--- config.mk ---
export PLATFORM = sky130hd
export DESIGN_NAME = psb_sequencer
export DESIGN_NICKNAME = d
export VERILOG_FILES = /design/src/rtl/psb_sequencer.v
export VERILOG_INCLUDE_DIRS = /design/src /design/src/rtl
export SDC_FILE = /design/constraint.sdc
export NUM_CORES = 1
export LEC_CHECK = 0
export BUFFER_PORTS_ARGS = -buffer_cell sky130_fd_sc_hd__buf_4
export CAP_MARGIN = 10
export CORE_UTILIZATION = 50
export CTS_BUF_LIST = sky130_fd_sc_hd__clkbuf_8
export CTS_CLUSTER_DIAMETER = 150
export DETAILED_ROUTE_END_ITERATION = 16
export MAX_ROUTING_LAYER = met4
export PLACE_DENSITY = 0.76
export SETUP_SLACK_MARGIN = 0.1
export SLEW_MARGIN = 20
export SYNTH_ARGS = -nofsm -noshare
export SYNTH_HDL_FRONTEND = slang
export SYNTH_SLANG_ARGS = --single-unit
--- constraint.sdc ---
create_clock -name clk_i -period 2.54 [get_ports clk_i]
set_input_delay 0.254 -clock clk_i [delete_from_list [all_inputs] [get_ports clk_i]]
set_output_delay 0.254 -clock clk_i [all_outputs]
set_load 0.01 [all_outputs]
--- src/rtl/psb_defs.vh ---
/*
 * Constants for the phase-shift bridge sequencer: register offsets,
 * field positions, reset values and start-up count.
 * Assumes inclusion by bare name from the sequencer module.
 */
`ifndef PSB_DEFS_VH
`define PSB_DEFS_VH

// register byte offsets on the 32-bit bus
`define PSB_ADR_CTRL      8'h00
`define PSB_ADR_DEAD_AB   8'h04
`define PSB_ADR_DEAD_CD   8'h08
`define PSB_ADR_DEAD_SEC  8'h0C
`define PSB_ADR_STATUS    8'h10

// control fields
`define PSB_CTRL_EN_BIT   0
`define PSB_CTRL_CLR_BIT  1

// status fields
`define PSB_ST_SUPN_BIT   0
`define PSB_ST_HALT_BIT   1
`define PSB_ST_LIM_BIT    2
`define PSB_ST_HALF_BIT   3
`define PSB_ST_LL_BIT     4
`define PSB_ST_STATE_LSB  8

// reset values
`define PSB_RST_CTRL_EN   1'b1
`define PSB_RST_DEAD_AB   8'h08
`define PSB_RST_DEAD_CD   8'h08
`define PSB_RST_DEAD_SEC  8'h04

// oscillator clocks counted before operation starts
`define PSB_STARTUP_COUNT 6'h20

`endif

--- src/rtl/psb_sequencer.v ---
/*
 * Phase-shift full-bridge sequencer: start-up counter, bridge and
 * secondary rectifier ordering with dead times, fault handling and a
 * classic Wishbone register slave.
 * Assumes all inputs synchronous to clk_i; osc_tick_i is a one-cycle
 * strobe per oscillator clock; fault and phase inputs are digital flags.
 */
// Chosen here: the register offsets and register access over Wishbone.
// Functional notes
// RL1: outputs stay low until the active-low supply-good level goes low.
// RL2: supply-good asserts after 32 oscillator clocks of remote-on and ref-good.
// RL3: loss of ref-good or remote-on drops operation at once, no count.
// RL4: one master drives the sync line, at most four slaves attach.
// RL5: with external sync, own oscillator at most half the master clock.
// RL6: external master clock on the sync input at most 4 MHz.
// RL7: four bridge outputs A-D, two secondary outputs E-F, programmable dead times.
// RL8: power transfer holds A and D on, E off, F on.
// RL9: after D turns off, C turns on once the C/D dead time elapses.
// RL10: with C on, A turns off at the next oscillator clock, starting freewheel.
// RL11: after A turns off, F turns off after the secondary dead time.
// RL12: after A turns off, B turns on after the A/B dead time.
// RL13: then the same sequence runs mirrored for the other half cycle.
// RL14: light load forces zero secondary dead time.
// RL15: after a cycle current limit, next secondary transition has zero dead time.
// RL16: a C/D toggle by the phase comparison restores secondary dead time.
// RL17: one-shot over-current forces E and F low and halts switching.
// RL18: remote off drives all six outputs low.
// RL19: three dead times are counts loaded at reset, used per transition group.
// RL20: faults are digital flags; the phase point is a comparison strobe.
`include "psb_defs.vh"
`default_nettype none

module psb_sequencer #(
  parameter DW = 8
) (
  // clock and reset
  input  wire        clk_i,
  input  wire        rst_i,
  // wishbone slave
  input  wire [7:0]  adr_i,
  input  wire [31:0] dat_i,
  input  wire [3:0]  sel_i,
  input  wire        we_i,
  input  wire        cyc_i,
  input  wire        stb_i,
  output reg  [31:0] dat_o,
  output reg         ack_o,
  // analog front-end flags
  input  wire        osc_tick_i,
  input  wire        remote_on_i,
  input  wire        ref_good_i,
  input  wire        light_load_i,
  input  wire        cycle_current_limit_i,
  input  wire        one_shot_ocp_i,
  input  wire        phase_point_i,
  // gate outputs
  output reg         out_a_o,
  output reg         out_b_o,
  output reg         out_c_o,
  output reg         out_d_o,
  output reg         out_e_o,
  output reg         out_f_o,
  output reg         supply_ok_n_o
);

  localparam [2:0] ST_IDLE   = 3'h0;
  localparam [2:0] ST_POWER  = 3'h1;
  localparam [2:0] ST_CDDEAD = 3'h2;
  localparam [2:0] ST_WAITA  = 3'h3;
  localparam [2:0] ST_ABDEAD = 3'h4;

  reg          ctrl_en;
  // dead times in clk_i counts
  reg [DW-1:0] leg_ab_dead_time;
  reg [DW-1:0] leg_cd_dead_time;
  reg [DW-1:0] secondary_dead_time;
  reg [5:0]    start_cnt;
  reg          halted;
  reg          limit_flag;
  reg          half;
  reg [2:0]    state;
  reg [DW-1:0] dead_cnt;
  reg [DW-1:0] sec_cnt;
  reg          sec_run;

  wire bus_req;
  wire wr_req;
  wire start_ok;
  wire start_last;
  wire run;
  wire zero_sec;
  wire cd_toggle;

  assign bus_req    = cyc_i & stb_i & ~ack_o;
  // a write lands at the edge on which the master samples ack high
  assign wr_req     = cyc_i & stb_i & we_i & ack_o;
  assign start_ok   = remote_on_i & ref_good_i;
  assign start_last = (start_cnt == `PSB_STARTUP_COUNT - 6'h01);
  assign run        = ~supply_ok_n_o & ~halted & ctrl_en;
  // light load or a recent limit event: no secondary dead time
  assign zero_sec   = light_load_i | limit_flag;
  assign cd_toggle  = phase_point_i | cycle_current_limit_i;

  // byte-lane merge for the 8-bit fields in lane 0
  function [DW-1:0] lane0;
    input [DW-1:0] old;
    input [31:0]   data;
    input [3:0]    sel;
    begin
      lane0 = sel[0] ? data[DW-1:0] : old;
    end
  endfunction

  // one count down; never wraps, zero is tested first
  function [DW-1:0] count_down;
    input [DW-1:0] cnt;
    begin
      count_down = cnt - {{(DW-1){1'b0}}, 1'b1};
    end
  endfunction

  // zero test shared by all three timers
  function count_done;
    input [DW-1:0] cnt;
    begin
      count_done = (cnt == {DW{1'b0}});
    end
  endfunction

  // wishbone slave: ack one cycle after the request, dropped next cycle
  // unmapped addresses still ack, so a stray access cannot hang the bus
  always @(posedge clk_i) begin
    if (rst_i) begin
      ack_o               <= 1'b0;
      dat_o               <= 32'h0000_0000;
      ctrl_en             <= `PSB_RST_CTRL_EN;
      leg_ab_dead_time    <= `PSB_RST_DEAD_AB; // RL19
      leg_cd_dead_time    <= `PSB_RST_DEAD_CD; // RL19
      secondary_dead_time <= `PSB_RST_DEAD_SEC; // RL19
    end else begin
      ack_o <= bus_req;
      dat_o <= 32'h0000_0000;
      if (wr_req) begin
        case (adr_i)
          `PSB_ADR_CTRL:
            if (sel_i[0])
              ctrl_en <= dat_i[`PSB_CTRL_EN_BIT];
          `PSB_ADR_DEAD_AB:
            leg_ab_dead_time <= lane0(leg_ab_dead_time, dat_i, sel_i);
          `PSB_ADR_DEAD_CD:
            leg_cd_dead_time <= lane0(leg_cd_dead_time, dat_i, sel_i);
          `PSB_ADR_DEAD_SEC:
            secondary_dead_time <= lane0(secondary_dead_time, dat_i, sel_i);
          default: ;
        endcase
      end
      if (bus_req && !we_i) begin
        case (adr_i)
          `PSB_ADR_CTRL:
            dat_o[`PSB_CTRL_EN_BIT] <= ctrl_en;
          `PSB_ADR_DEAD_AB:
            dat_o[DW-1:0] <= leg_ab_dead_time;
          `PSB_ADR_DEAD_CD:
            dat_o[DW-1:0] <= leg_cd_dead_time;
          `PSB_ADR_DEAD_SEC:
            dat_o[DW-1:0] <= secondary_dead_time;
          `PSB_ADR_STATUS: begin
            dat_o[`PSB_ST_SUPN_BIT] <= supply_ok_n_o;
            dat_o[`PSB_ST_HALT_BIT] <= halted;
            dat_o[`PSB_ST_LIM_BIT]  <= limit_flag;
            dat_o[`PSB_ST_HALF_BIT] <= half;
            dat_o[`PSB_ST_LL_BIT]   <= light_load_i;
            dat_o[`PSB_ST_STATE_LSB+2:`PSB_ST_STATE_LSB] <= state;
          end
          default: ;
        endcase
      end
    end
  end

  // start-up counter: counts on the way up only
  always @(posedge clk_i) begin
    if (rst_i) begin
      start_cnt     <= 6'h00;
      supply_ok_n_o <= 1'b1;
    // no count on the way down: a dropout stops switching at once
    end else if (!start_ok) begin
      start_cnt     <= 6'h00; // RL3
      supply_ok_n_o <= 1'b1; // RL3
    // ticks may come from a shared sync line; fan-out is a board limit
    end else if (supply_ok_n_o && osc_tick_i) begin // RL4
      if (start_last)
        supply_ok_n_o <= 1'b0; // RL2
      else
        start_cnt <= start_cnt + 6'h01; // RL2
    end
  end

  // one-shot over-current latches until the supply drops out (supply_ok_n_o high)
  // cleared only by a restart, so a fault cannot resume silently
  always @(posedge clk_i) begin
    if (rst_i)
      halted <= 1'b0;
    else if (one_shot_ocp_i)
      halted <= 1'b1; // RL17
    else if (supply_ok_n_o)
      halted <= 1'b0;
  end

  // bridge and secondary sequencing
  always @(posedge clk_i) begin
    if (rst_i || !run) begin
      // remote off, supply not good, halted or ctrl_en cleared: everything low
      state      <= ST_IDLE; // RL1 RL18 RL17
      half       <= 1'b0;
      dead_cnt   <= {DW{1'b0}};
      sec_cnt    <= {DW{1'b0}};
      sec_run    <= 1'b0;
      limit_flag <= 1'b0;
      out_a_o    <= 1'b0;
      out_b_o    <= 1'b0;
      out_c_o    <= 1'b0;
      out_d_o    <= 1'b0;
      out_e_o    <= 1'b0; // RL17
      out_f_o    <= 1'b0; // RL17
    end else begin
      // limit event sets, a phase toggle clears; the set wins
      if (cycle_current_limit_i)
        limit_flag <= 1'b1; // RL15
      else if (state == ST_POWER && phase_point_i)
        limit_flag <= 1'b0; // RL16
      // secondary turn-off timer runs beside the A/B dead time
      if (sec_run) begin
        if (count_done(sec_cnt) || zero_sec) begin
          sec_run <= 1'b0;
          if (half)
            out_e_o <= 1'b0; // RL13
          else
            out_f_o <= 1'b0; // RL11
        end else
          sec_cnt <= count_down(sec_cnt);
      end
      case (state) // RL7
        ST_IDLE: begin
          // first power interval on the edge after start
          out_a_o <= 1'b1; // RL8
          out_d_o <= 1'b1; // RL8
          out_e_o <= 1'b0; // RL8
          out_f_o <= 1'b1; // RL8
          state   <= ST_POWER;
        end
        ST_POWER:
          // lagging leg toggles on phase point or current limit
          // E rises with D off; no gap on that edge
          if (cd_toggle) begin // RL20
            if (half) begin
              out_c_o <= 1'b0; // RL13
              out_f_o <= 1'b1;
            end else begin
              out_d_o <= 1'b0; // RL9
              out_e_o <= 1'b1;
            end
            dead_cnt <= leg_cd_dead_time; // RL19
            state    <= ST_CDDEAD;
          end
        ST_CDDEAD:
          if (count_done(dead_cnt)) begin
            if (half)
              out_d_o <= 1'b1; // RL13
            else
              out_c_o <= 1'b1; // RL9
            state <= ST_WAITA;
          end else
            dead_cnt <= count_down(dead_cnt);
        ST_WAITA:
          // leading leg turns off at the next oscillator edge
          if (osc_tick_i) begin
            if (half)
              out_b_o <= 1'b0; // RL13
            else
              out_a_o <= 1'b0; // RL10
            // A/B and secondary timers start together from A off
            dead_cnt <= leg_ab_dead_time; // RL19
            sec_cnt  <= secondary_dead_time; // RL19
            sec_run  <= 1'b1; // RL11 RL14 RL15
            state    <= ST_ABDEAD;
          end
        ST_ABDEAD:
          if (count_done(dead_cnt)) begin
            if (half)
              out_a_o <= 1'b1; // RL13
            else
              out_b_o <= 1'b1; // RL12
            half  <= ~half; // RL13
            state <= ST_POWER;
          end else
            dead_cnt <= count_down(dead_cnt);
        default:
          state <= ST_IDLE;
      endcase
    end
  end

endmodule

`default_nettype wire

[Yosys cells after proc, flatten, opt, wreduce, memory -nomap -nowiden]
Index checks and enable logic that the tools add are counted.
Storage, ports and cells
  register bits: 94
  input port bits: 56
Operators by class
  $add $sub $neg: 3
  equality and inequality tests: 22
  multiplexer cells: 50
  bitwise gates (word level): 17
  reduce and logical (&&, ||, !) cells: 35
Operators by type and width (count)
  8-bit 2-to-1 mux: 7
  1-bit 2-to-1 mux: 28
  2-bit inequality test (second input constant): 13
  8-bit zero test: 3
  8-bit one-hot mux with 3 select lines: 1
  5-bit AND reduction: 4
  8-bit by 4-bit equality test with 1-bit output (second input constant): 2
  4-bit one-hot mux with 4 select lines: 1
  8-bit by 1-bit subtractor with 8-bit output (second input constant): 2
  3-bit one-hot mux with 5 select lines: 1
  3-bit 2-to-1 mux: 4
  3-bit AND reduction: 4
  3-bit one-hot mux with 3 select lines: 1
  3-bit nonzero test: 3
  8-bit by 3-bit equality test with 1-bit output (second input constant): 1
  8-bit by 5-bit equality test with 1-bit output (second input constant): 1
  1-bit NOT: 8
  1-bit one-hot mux with 2 select lines: 4
  4-bit AND reduction: 2
  2-bit nonzero test: 4
  1-bit AND: 7
  6-bit by 1-bit adder with 6-bit output (second input constant): 1
  3-bit by 2-bit equality test with 1-bit output (second input constant): 2
  6-bit by 5-bit equality test with 1-bit output (second input constant): 1
  12 further kinds: 22

[Logic depth before layout (Yosys ltp)]
Gate-level depths: netlist (run 1).
  word-level depth: 7
  gate-level depth with buffers: 7
  gate-level depth less buffers: 6

[Least setup slack after synthesis (run 1)]
Ideal clock, no wire load.
  path type: flip-flop to flip-flop
  start point: register sec_cnt[0]
  end point: register sec_cnt[1]
  setup time: 0.070 ns
  arrival: 1.735 ns
  required time: 2.470 ns
  path slack: 0.735 ns
  cell stages (with the launch flop): 7
  cells stage by stage: dfxtp_1 -> inv_1 -> ha_1 -> or3b_2 -> o21ai_4 -> mux2_2 -> a21oi_1
Between the ends
  word-level cells in the longest chain between the ends: 6
  elaborated cells between the ends (all ways): 7
RTL lines
  from (decl): RTL line psb_sequencer.v:83  | reg [DW-1:0] sec_cnt;
  from (signal assigned): RTL line psb_sequencer.v:217  | sec_cnt <= {DW{1'b0}};
  from (signal assigned): RTL line psb_sequencer.v:241  | sec_cnt <= count_down(sec_cnt);
  from (signal assigned): RTL line psb_sequencer.v:284  | sec_cnt <= secondary_dead_time;
  parallel branches: the longest is 2 deep, another holds 8-bit by 1-bit subtractor with 8-bit output
  8-bit 2-to-1 mux *: RTL line psb_sequencer.v:234  | if (count_done(sec_cnt) || zero_sec) begin
  8-bit 2-to-1 mux *: RTL line psb_sequencer.v:233  | if (sec_run) begin
  8-bit 2-to-1 mux: RTL line psb_sequencer.v:277  | if (osc_tick_i) begin
  8-bit 2-to-1 mux *: RTL line psb_sequencer.v:243  | case (state)
Every way passes the cells marked *.
A chain may end at the register's enable or synchronous reset.

[Final worst setup path (run 1)]
  start point: register dead_cnt[0]
  end point: register dead_cnt[3]
Between the ends
  word-level cells in the longest chain between the ends: 3
  elaborated cells between the ends (all ways): 6
RTL lines
  from (decl): RTL line psb_sequencer.v:82  | reg [DW-1:0] dead_cnt;
  from (signal assigned): RTL line psb_sequencer.v:216  | dead_cnt <= {DW{1'b0}};
  from (signal assigned): RTL line psb_sequencer.v:263  | dead_cnt <= leg_cd_dead_time;
  from (signal assigned): RTL line psb_sequencer.v:274  | dead_cnt <= count_down(dead_cnt);
  8-bit by 1-bit subtractor with 8-bit output / 8-bit zero test (equally long branches): RTL line psb_sequencer.v:118, psb_sequencer.v:126
  8-bit 2-to-1 mux / 2-bit inequality test (equally long branches)
  8-bit one-hot mux with 3 select lines / 4-bit AND reduction (equally long branches)
Several ways; a longest one is shown, not always the timed one. The select of a mux whose other input is x is not followed.

==> results of run 1 <==
==> flip-flops by register name, summed over array words and instances, names as in the netlist, 3 cells and up <==
| signal | cells |
|---|---|
| leg_ab_dead_time | 8 |
| secondary_dead_time | 8 |
| state | 3 |
| dead_cnt | 8 |
| sec_cnt | 8 |
| dat_o | 11 |
| leg_cd_dead_time | 8 |
| start_cnt | 6 |
==> power breakdown <==
part / switching, mW / internal [mW] / total [mW]
sequential: 0.00218 / 1.15 / 1.15
clock: 0.433 / 0.745 / 1.18
combinational: 0.0803 / 0.0474 / 0.128
==> layer usage <==
layer | global-route usage | share of wire | up-vias
li1 | - | - | 1857
met1 | 0.336 | 0.43 | 1792
met2 | 0.426 | 0.46 | 192
met3 | 0.0415 | 0.072 | 35
met4 | 0.112 | 0.033 | 0
met5 | - | 0 | -
==> final cells by class <==
cell class,count,area share
clock buffers,9,0.0270
clock inverters,6,0.0289
inverters,19,0.0155
multi-input cells,374,0.495
flip-flops and latches,73,0.318
well taps,102,0.0278
repair buffers,54,0.0882
==> cells in the mapped netlist, types with 5 or more instances <==
| master | instances |
|---|---|
| nand4_1 | 13 |
| xor2_1 | 8 |
| inv_1 | 19 |
| and2_1 | 5 |
| nor2b_1 | 5 |
| buf_4 | 22 |
| a31oi_1 | 8 |
| nand2_1 | 25 |
| nor3_1 | 8 |
| a21oi_1 | 54 |
| o22ai_1 | 8 |
| clkbuf_1 | 23 |
| nor2_1 | 26 |
| nand3_1 | 32 |
| nor4_1 | 6 |
| nand3b_1 | 14 |
| o21ai_0 | 38 |
| o31ai_1 | 12 |
| or3_1 | 6 |
| and3_1 | 6 |
| dfxtp_1 | 73 |
==> cell families (layout without fill, tap and decap cells) <==
family / count (synthesis) / count (layout) / share of synthesized area
xor+xnor: 12 / 12 / 0.0261
compound gates: 153 / 153 / 0.234
flops: 73 / 73 / 0.363
simple gates: 178 / 178 / 0.257
buf+inv: 72 / 88 / 0.0910
mux: 6 / 6 / 0.0155
fa+ha+maj: 4 / 4 / 0.0124
other cells: 1 / 21 / 0.000931
==> critical path, stage by stage, from the launching register on <==
cell      delay, ps
dfxtp_1         370
inv_1            90
ha_1            200
nor3b_2         190
a211oi_1        820
o211ai_1        200
a21oi_1         170
==> stage by stage <==
stage	setup slack (ps)	hold WS, ps	area (sq um)
floorplan	735	371	4100
CTS	494	121	4600
finish	414	128	4600
global placement	564	465	4340
detailed placement	538	471	4340
global route	289	153	4600
==> worst max-delay path by stage <==
stage,from,endpoint,depth (start not counted)
4_1_cts,dead_cnt[0]$_SDFFE_PP0P_,dead_cnt[3]$_SDFFE_PP0P_,6
5_1_grt,state[2]$_SDFFE_PP0P_,sec_cnt[0]$_SDFF_PP0_,5
2_1_floorplan,sec_cnt[0]$_SDFF_PP0_,sec_cnt[1]$_SDFF_PP0_,6
3_3_place_gp,state[2]$_SDFFE_PP0P_,out_a_o$_SDFFE_PP0P_,4
3_5_place_dp,state[2]$_SDFFE_PP0P_,out_a_o$_SDFFE_PP0P_,4
6_report,dead_cnt[0]$_SDFFE_PP0P_,dead_cnt[3]$_SDFFE_PP0P_,6
==> flow_metrics.py, run 1 <==
metrics = {
    "run_status": {
        "status": "finished, final reports clean",
    },
    "route": {
        "via_count": 3876,
        "drc": 0,
        "vias_per_cell": 6.08,
        "firstDrtPassIters": 5,
        "drt.antenna.violating_nets": 0,
        "routedWlPerCell_microns": 16.9,
        "wl_mm": 10.7,
        "drt_iter0_drc": 310,
    },
    "critical_path": {
        "path_class": "reg -> reg",
        "rr_worst_depth": 6,
        "cp_max_fo": 7,
        "start_kind": "register",
        "rr_startpoint": "dead_cnt[0]$_SDFFE_PP0P_",
        "cp.required_ps": 2800,
        "r2r_end": "dead_cnt[3]$_SDFFE_PP0P_",
        "worst_ep_arrival_time_ps": 2390,
        "reg2reg_slack_ps": 410,
        "end_kind": "register",
    },
    "grt": {
        "grt_max_degree": 33,
        "grt-ovfl-total": 0,
        "grt_pass1_wl_mm": 17.3,
        "grt_pass1_vias": 3551,
        "grt.total_usage": 0.266,
        "grt_antenna_before_repair": 0,
    },
    "synth": {
        "synth_edf_count": 0,
        "ys_top_cells_by_area": "dfxtp_1, a21oi_1, o21ai_0, buf_4, nand3_1",
        "synthCells": 499,
        "synthesis.area_sq_um": 4030,
        "synth_flop_cell": "dfxtp_1",
        "synth-seq-area-share": 0.363,
        "ys_ff_latch": 73,
        "yosysTopAreaCell": "dfxtp_1",
        "synth.top_cell.area_share": 0.363,
        "async_reset_ff_frac": 0,
        "yosys_warnings": 0,
        "synth_area_per_cell_sq_um": 8.07,
        "synth_cell_types": 62,
    },
    "clock_network": {
        "clockRootBuffer": "clkbuf_8",
        "cts.clk_slew.worst_paths_ps": 70,
        "postCtsSetupRepairBufs": 0,
        "cts_tree": "built",
        "cts-htree-levels": 3,
        "cts.sinks": 73,
        "cts_hold_buffers": 0,
        "clk_path_buf_depth": 2,
        "cts_resized": 0,
        "cts_inserted_buffers": 9,
        "clkLatencyLatePin_ps": 350,
    },
    "sta": {
        "fmaxAchievable_ghz": 0.470,
        "hold_viol": 0,
        "maxSlewViolCount": 0,
        "relSlewSlack": 0.355,
        "setup_viol": 0,
        "fin_tns_setup_ps": 0,
        "worstMarginPinSlew_ps": 961,
        "period_needed_ps": 2130,
        "fin_crit_sh": 0.837,
        "rsz0062_at_grt": "no",
        "finClkSkew_ps": 9.24,
    },
    "placed_design": {
        "dp_hpwl_mm": 7.61,
        "place_congestion": 0.905,
        "port_buffers": 47,
        "placedCellCount": 622,
    },
    "layout": {
        "utilization": 0.592,
        "area_delta_synth_final_pct": 14.1,
        "seq_area_sq_um": 1460,
        "final_cells": 637,
        "mostFrequentLayoutCells": "dfxtp_1, a21oi_1, buf_4",
        "nFillCells": 701,
        "diodes": 0,
        "layout.cells.most_common": "dfxtp_1",
        "multi_input_area_sq_um": 2270,
        "drive_gt1_frac": 0.155,
        "fin_nets": 591,
    },
    "die": {
        "ios": 96,
        "initial_utilization": 0.518,
        "core_sq_um": 7770,
        "die_area_sq_um": 8420,
        "die_width_microns": 91.7,
        "rows": 32,
        "die_h_microns": 91.7,
    },
    "worst_hold_path": {
        "worstHoldPathCells": 3,
        "worstHoldEndpoint": "halted$_SDFFE_PP0P_",
        "min-delay-start": "one_shot_ocp_i",
        "hp-class": "in -> reg",
    },
    "pwr": {
        "ir_drop_mv": 0.305,
        "p_leak_nw": 1.71,
        "power_density_nw_per_um2": 534,
        "p_total_mw": 2.45,
    },
    "job": {
        "drv_cap": 0,
    },
}
Power figures use the tool's default switching activity.
==> run 2, diff against run 1 <==
==> constraint.sdc (replaced) <==
create_clock -name clk_i -period 2.2 [get_ports clk_i]
set_input_delay 0.22 -clock clk_i [delete_from_list [all_inputs] [get_ports clk_i]]
set_output_delay 0.22 -clock clk_i [all_outputs]
set_load 0.01 [all_outputs]
==> run 2 against run 1 <==
Flip-flop and latch count is the same. Routed wire length rose by 0.32%. Clock skew fell by 0.50 ps. Largest power group is now registers.
==> flow_metrics.py, run 2 (synthesis gave the netlist of run 1 again) <==
metrics = {
    "layout": {
        "drive_gt1_frac": 0.171,
        "layout.cells.most_common": "dfxtp_1",
        "area_delta_synth_final_pct": 14.1,
        "diodes": 0,
        "mostFrequentLayoutCells": "dfxtp_1, buf_4, a21oi_1",
        "utilization": 0.591,
        "fin_nets": 599,
        "largest_reg_flops": 11,
        "nFillCells": 728,
        "regMostFlops": "dat_o",
    },
    "placed_design": {
        "port_buffers": 47,
        "dp_hpwl_mm": 7.64,
        "place_congestion": 0.930,
    },
    "clock_network": {
        "cts_inserted_buffers": 9,
        "cts_hold_buffers": 0,
        "cts.clk_slew.worst_paths_ps": 80,
        "cts_tree": "built",
        "cts-htree-levels": 3,
        "postCtsSetupRepairBufs": 0,
        "cts_resized": 0,
        "clk_path_buf_depth": 2,
        "clockRootBuffer": "clkbuf_8",
        "clkLatencyLatePin_ps": 360,
        "cts.sinks": 73,
    },
    "critical_path": {
        "worst_ep_arrival_time_ps": 2190,
        "path_class": "reg -> reg",
        "end_kind": "register",
        "crit_chain": "nor2b_1 -> nand3_1 -> o21ai_0 -> a31oi_1",
        "slowest_stage": "dfxtp_1",
        "start_kind": "register",
        "cp.required_ps": 2440,
        "cp_max_fo": 19,
        "slowest_delay_ps": 520,
    },
    "sta": {
        "fmaxAchievable_ghz": 0.514,
        "setup_viol": 0,
        "relSlewSlack": 0.470,
        "timing.hold.ws_ps": 69.1,
        "fin_crit_sh": 0.885,
        "period_needed_ps": 1950,
        "hold_viol": 0,
        "fin_tns_setup_ps": 0,
        "maxSlewViolCount": 0,
        "finClkSkew_ps": 8.74,
        "rsz0062_at_grt": "no",
        "worstMarginPinSlew_ps": 793,
    },
    "grt": {
        "grt_pass1_wl_mm": 17.2,
        "grt-ovfl-total": 0,
        "grt.total_usage": 0.267,
        "grt_antenna_before_repair": 0,
        "grt_max_degree": 33,
        "grt_pass1_vias": 3588,
    },
    "die": {
        "die_width_microns": 91.7,
        "rows": 32,
        "die_area_sq_um": 8420,
        "core_sq_um": 7770,
        "initial_utilization": 0.518,
        "ios": 96,
        "die_h_microns": 91.7,
    },
    "route": {
        "firstDrtPassIters": 5,
        "wl_mm": 10.8,
        "vias_per_cell": 6.12,
        "drc": 0,
        "routedWlPerCell_microns": 16.7,
        "via_count": 3955,
        "drt.antenna.violating_nets": 0,
        "drt_iter0_drc": 296,
    },
    "pwr": {
        "p_leak_nw": 1.71,
        "ir_drop_mv": 0.349,
        "power_density_nw_per_um2": 553,
    },
    "run_status": {
        "status": "finished, final reports clean",
    },
    "worst_hold_path": {
        "hp-class": "in -> reg",
    },
    "job": {
        "drv_cap": 0,
    },
}
-- run 2: cell count changes in the layout (fill, tap and decap cells not counted), sizes merged --
cell / change
clkinv: +2
clkinvlp: +3
buf: +8
bufinv: -3
inv: -1
-- run 2: worst paths after layout --
path,cells after the start,slack (ps),startpoint,to
worst max-delay path,4,250,state[2]$_SDFFE_PP0P_,sec_cnt[5]$_SDFF_PP0_
worst min-delay path,3,70,one_shot_ocp_i,halted$_SDFFE_PP0P_
worst max register to register,4,250,state[2]$_SDFFE_PP0P_,sec_cnt[5]$_SDFF_PP0_
worst min register to register,1,480,ack_o$_SDFF_PP0_,ack_o$_SDFF_PP0_
-- run 2: layer usage --
metal	part of all wire	up-vias	GRT usage	routed length, microns
li1	-	1875	-	-
met4	0.035	0	0.141	372
met2	0.47	195	0.419	5060
met1	0.43	1850	0.327	4610
met5	0	-	-	0
met3	0.068	35	0.0481	732
-- run 2: layout make-up --
type,count,area (sq um),area share
Tap cell,102,128,0.0278
Timing Repair Buffer,62,465,0.101
Clock inverter,7,71.3,0.0155
Inverter,19,71.3,0.0155
Multi-Input combinational cell,374,2270,0.495
Sequential cell,73,1460,0.318
Clock buffer,9,124,0.0270
-- run 2: report_power, final --
part	switching, mW	leakage (nW)	internal, mW
registers	0.00217	0.588	1.32
clock network	0.546	0.0912	0.521
logic	0.0926	1.03	0.0562
-- run 2: worst max-delay path, delay by kind of cell (launching register included) --
kind,cells,cell delay (ps)
AND/OR/NAND/NOR,2,810
AO/OA/AOI/OAI,2,510
flip-flops,1,520
-- run 2: stage by stage --
stage | power [mW] | setup slack (ps) | area (sq um) | cells
after floorplan | 1.46 | 395 | 4100 | 519
after global placement | 1.50 | 352 | 4400 | 630
after detailed placement | 1.50 | 317 | 4400 | 630
after CTS | 2.54 | 314 | 4590 | 646
after global routing | 2.62 | 100 | 4590 | 646
final | 2.54 | 253 | 4590 | 646
==> run 3, diff against run 2 <==
--- a/config.mk
+++ b/config.mk
@@ -8,6 +8,7 @@
 export LEC_CHECK = 0
 export BUFFER_PORTS_ARGS = -buffer_cell sky130_fd_sc_hd__buf_4
 export CAP_MARGIN = 10
+export CORE_ASPECT_RATIO = 0.6
 export CORE_UTILIZATION = 50
 export CTS_BUF_LIST = sky130_fd_sc_hd__clkbuf_8
 export CTS_CLUSTER_DIAMETER = 150
==> run 3 against run 2 <==
Critical path type unchanged. Via count is 0.51% lower. Highest routed layer unchanged. Critical path depth is 1 higher. Total power is 0.10% higher.
==> flow_metrics.py, run 3 (synthesis gave the netlist of run 1 again) <==
metrics = {
    "run_status": {
        "status": "finished, final reports clean",
    },
    "route": {
        "wl_mm": 11.0,
        "drt_iter0_drc": 403,
        "firstDrtPassIters": 5,
        "drt.antenna.violating_nets": 0,
        "drc": 0,
        "routedWlPerCell_microns": 17.1,
        "via_count": 3935,
        "vias_per_cell": 6.08,
    },
    "layout": {
        "nFillCells": 669,
        "diodes": 0,
        "drive_gt1_frac": 0.168,
        "layout.cells.most_common": "dfxtp_1",
        "final_cells": 647,
        "fin_nets": 599,
        "multi_input_area_sq_um": 2280,
        "mostFrequentLayoutCells": "dfxtp_1, buf_4, a21oi_1",
        "area_delta_synth_final_pct": 14.4,
        "largest_reg_flops": 11,
        "regMostFlops": "dat_o",
        "seq_area_sq_um": 1460,
    },
    "clock_network": {
        "clkLatencyLatePin_ps": 360,
        "cts-htree-levels": 3,
        "clk_path_buf_depth": 2,
        "cts_inserted_buffers": 9,
        "postCtsSetupRepairBufs": 0,
        "cts.clk_slew.worst_paths_ps": 70,
        "cts_hold_buffers": 0,
        "cts.sinks": 73,
        "clockRootBuffer": "clkbuf_8",
        "cts_tree": "built",
        "cts_resized": 0,
    },
    "placed_design": {
        "placedCellCount": 632,
        "dp_hpwl_mm": 8.08,
        "place_congestion": 0.885,
        "port_buffers": 47,
    },
    "sta": {
        "finClkSkew_ps": 13.3,
        "period_needed_ps": 1950,
        "worstMarginPinSlew_ps": 713,
        "maxSlewViolCount": 0,
        "fmaxAchievable_ghz": 0.514,
        "fin_tns_setup_ps": 0,
        "hold_viol": 0,
        "relSlewSlack": 0.524,
        "fin_crit_sh": 0.884,
        "rsz0062_at_grt": "no",
        "setup_viol": 0,
    },
    "die": {
        "die_h_microns": 71.5,
        "rows": 24,
        "initial_utilization": 0.534,
        "die_area_sq_um": 8430,
        "die_width_microns": 118,
        "core_sq_um": 7540,
        "ios": 96,
    },
    "grt": {
        "grt_pass1_wl_mm": 18.2,
        "grt-ovfl-total": 0,
        "grt_max_degree": 26,
        "grt_antenna_before_repair": 0,
        "grt_pass1_vias": 3600,
        "grt.total_usage": 0.283,
    },
    "worst_hold_path": {
        "hp-class": "in -> reg",
    },
    "critical_path": {
        "cp_top_family": "simple AND/OR/NAND/NOR gates",
        "crit_chain": "buf_4 -> or3_1 -> and3_1 -> o31ai_1 -> a31oi_1",
        "path_class": "reg -> reg",
        "cp_max_fo": 15,
        "cp.required_ps": 2430,
        "crit_buf_inv": 1,
        "slowest_stage": "dfxtp_1",
        "start_kind": "register",
        "end_kind": "register",
        "worst_ep_arrival_time_ps": 2180,
        "slowest_delay_ps": 470,
    },
    "pwr": {
        "ir_drop_mv": 0.424,
        "p_leak_nw": 1.72,
        "power_density_nw_per_um2": 552,
    },
    "job": {
        "drv_cap": 0,
    },
}
## run 3: final timing paths
path | startpoint | end | slack [ps] | cells past startpoint
worst max-delay path | state[1]$_SDFFE_PP0P_ | dead_cnt[1]$_SDFFE_PP0P_ | 250 | 5
worst max register to register | state[1]$_SDFFE_PP0P_ | dead_cnt[1]$_SDFFE_PP0P_ | 250 | 5
worst min-delay path | one_shot_ocp_i | halted$_SDFFE_PP0P_ | 60 | 3
worst min register to register | ack_o$_SDFF_PP0_ | ack_o$_SDFF_PP0_ | 470 | 1
## run 3: layout make-up
| type | instances | share of cell area |
|---|---|---|
| Multi-Input combinational cell | 374 | 0.495 |
| Timing Repair Buffer | 62 | 0.101 |
| Tap cell | 104 | 0.0283 |
| Clock buffer | 11 | 0.0329 |
| Clock inverter | 4 | 0.00978 |
| Sequential cell | 73 | 0.317 |
| Inverter | 19 | 0.0155 |
## run 3: metal layers
metal | GRT usage | wire [microns]
met1 | 0.382 | 5030
met4 | 0.0798 | 146
met5 | - | 0
met2 | 0.416 | 4920
met3 | 0.0756 | 943
## run 3: tightest hold or removal path: stages
cell and delay [ps]:
buf_4 80, a21oi_1 30, nor2_1 60
## run 3: report_power, final
group          switching [mW]  total (mW)  internal [mW]  leakage [nW]
Sequential            0.00190        1.32           1.32         0.588
Combinational          0.0900       0.145         0.0548          1.03
Clock                   0.501        1.07          0.572         0.104
Total                   0.593        2.54           1.95          1.72
## run 3: stage by stage
step | utilization | total power, mW | setup slack (ps) | instance area, sq um | hold slack [ps]
2_1_floorplan | - | 1.46 | 395 | 4100 | 337
3_3_place_gp | 0.584 | 1.49 | 371 | 4400 | 432
3_5_place_dp | 0.584 | 1.50 | 275 | 4400 | 439
4_1_cts | 0.610 | 2.54 | 277 | 4600 | 55.6
5_1_grt | 0.611 | 2.62 | 169 | 4610 | 80.2
6_report | 0.611 | 2.54 | 255 | 4610 | 61.1
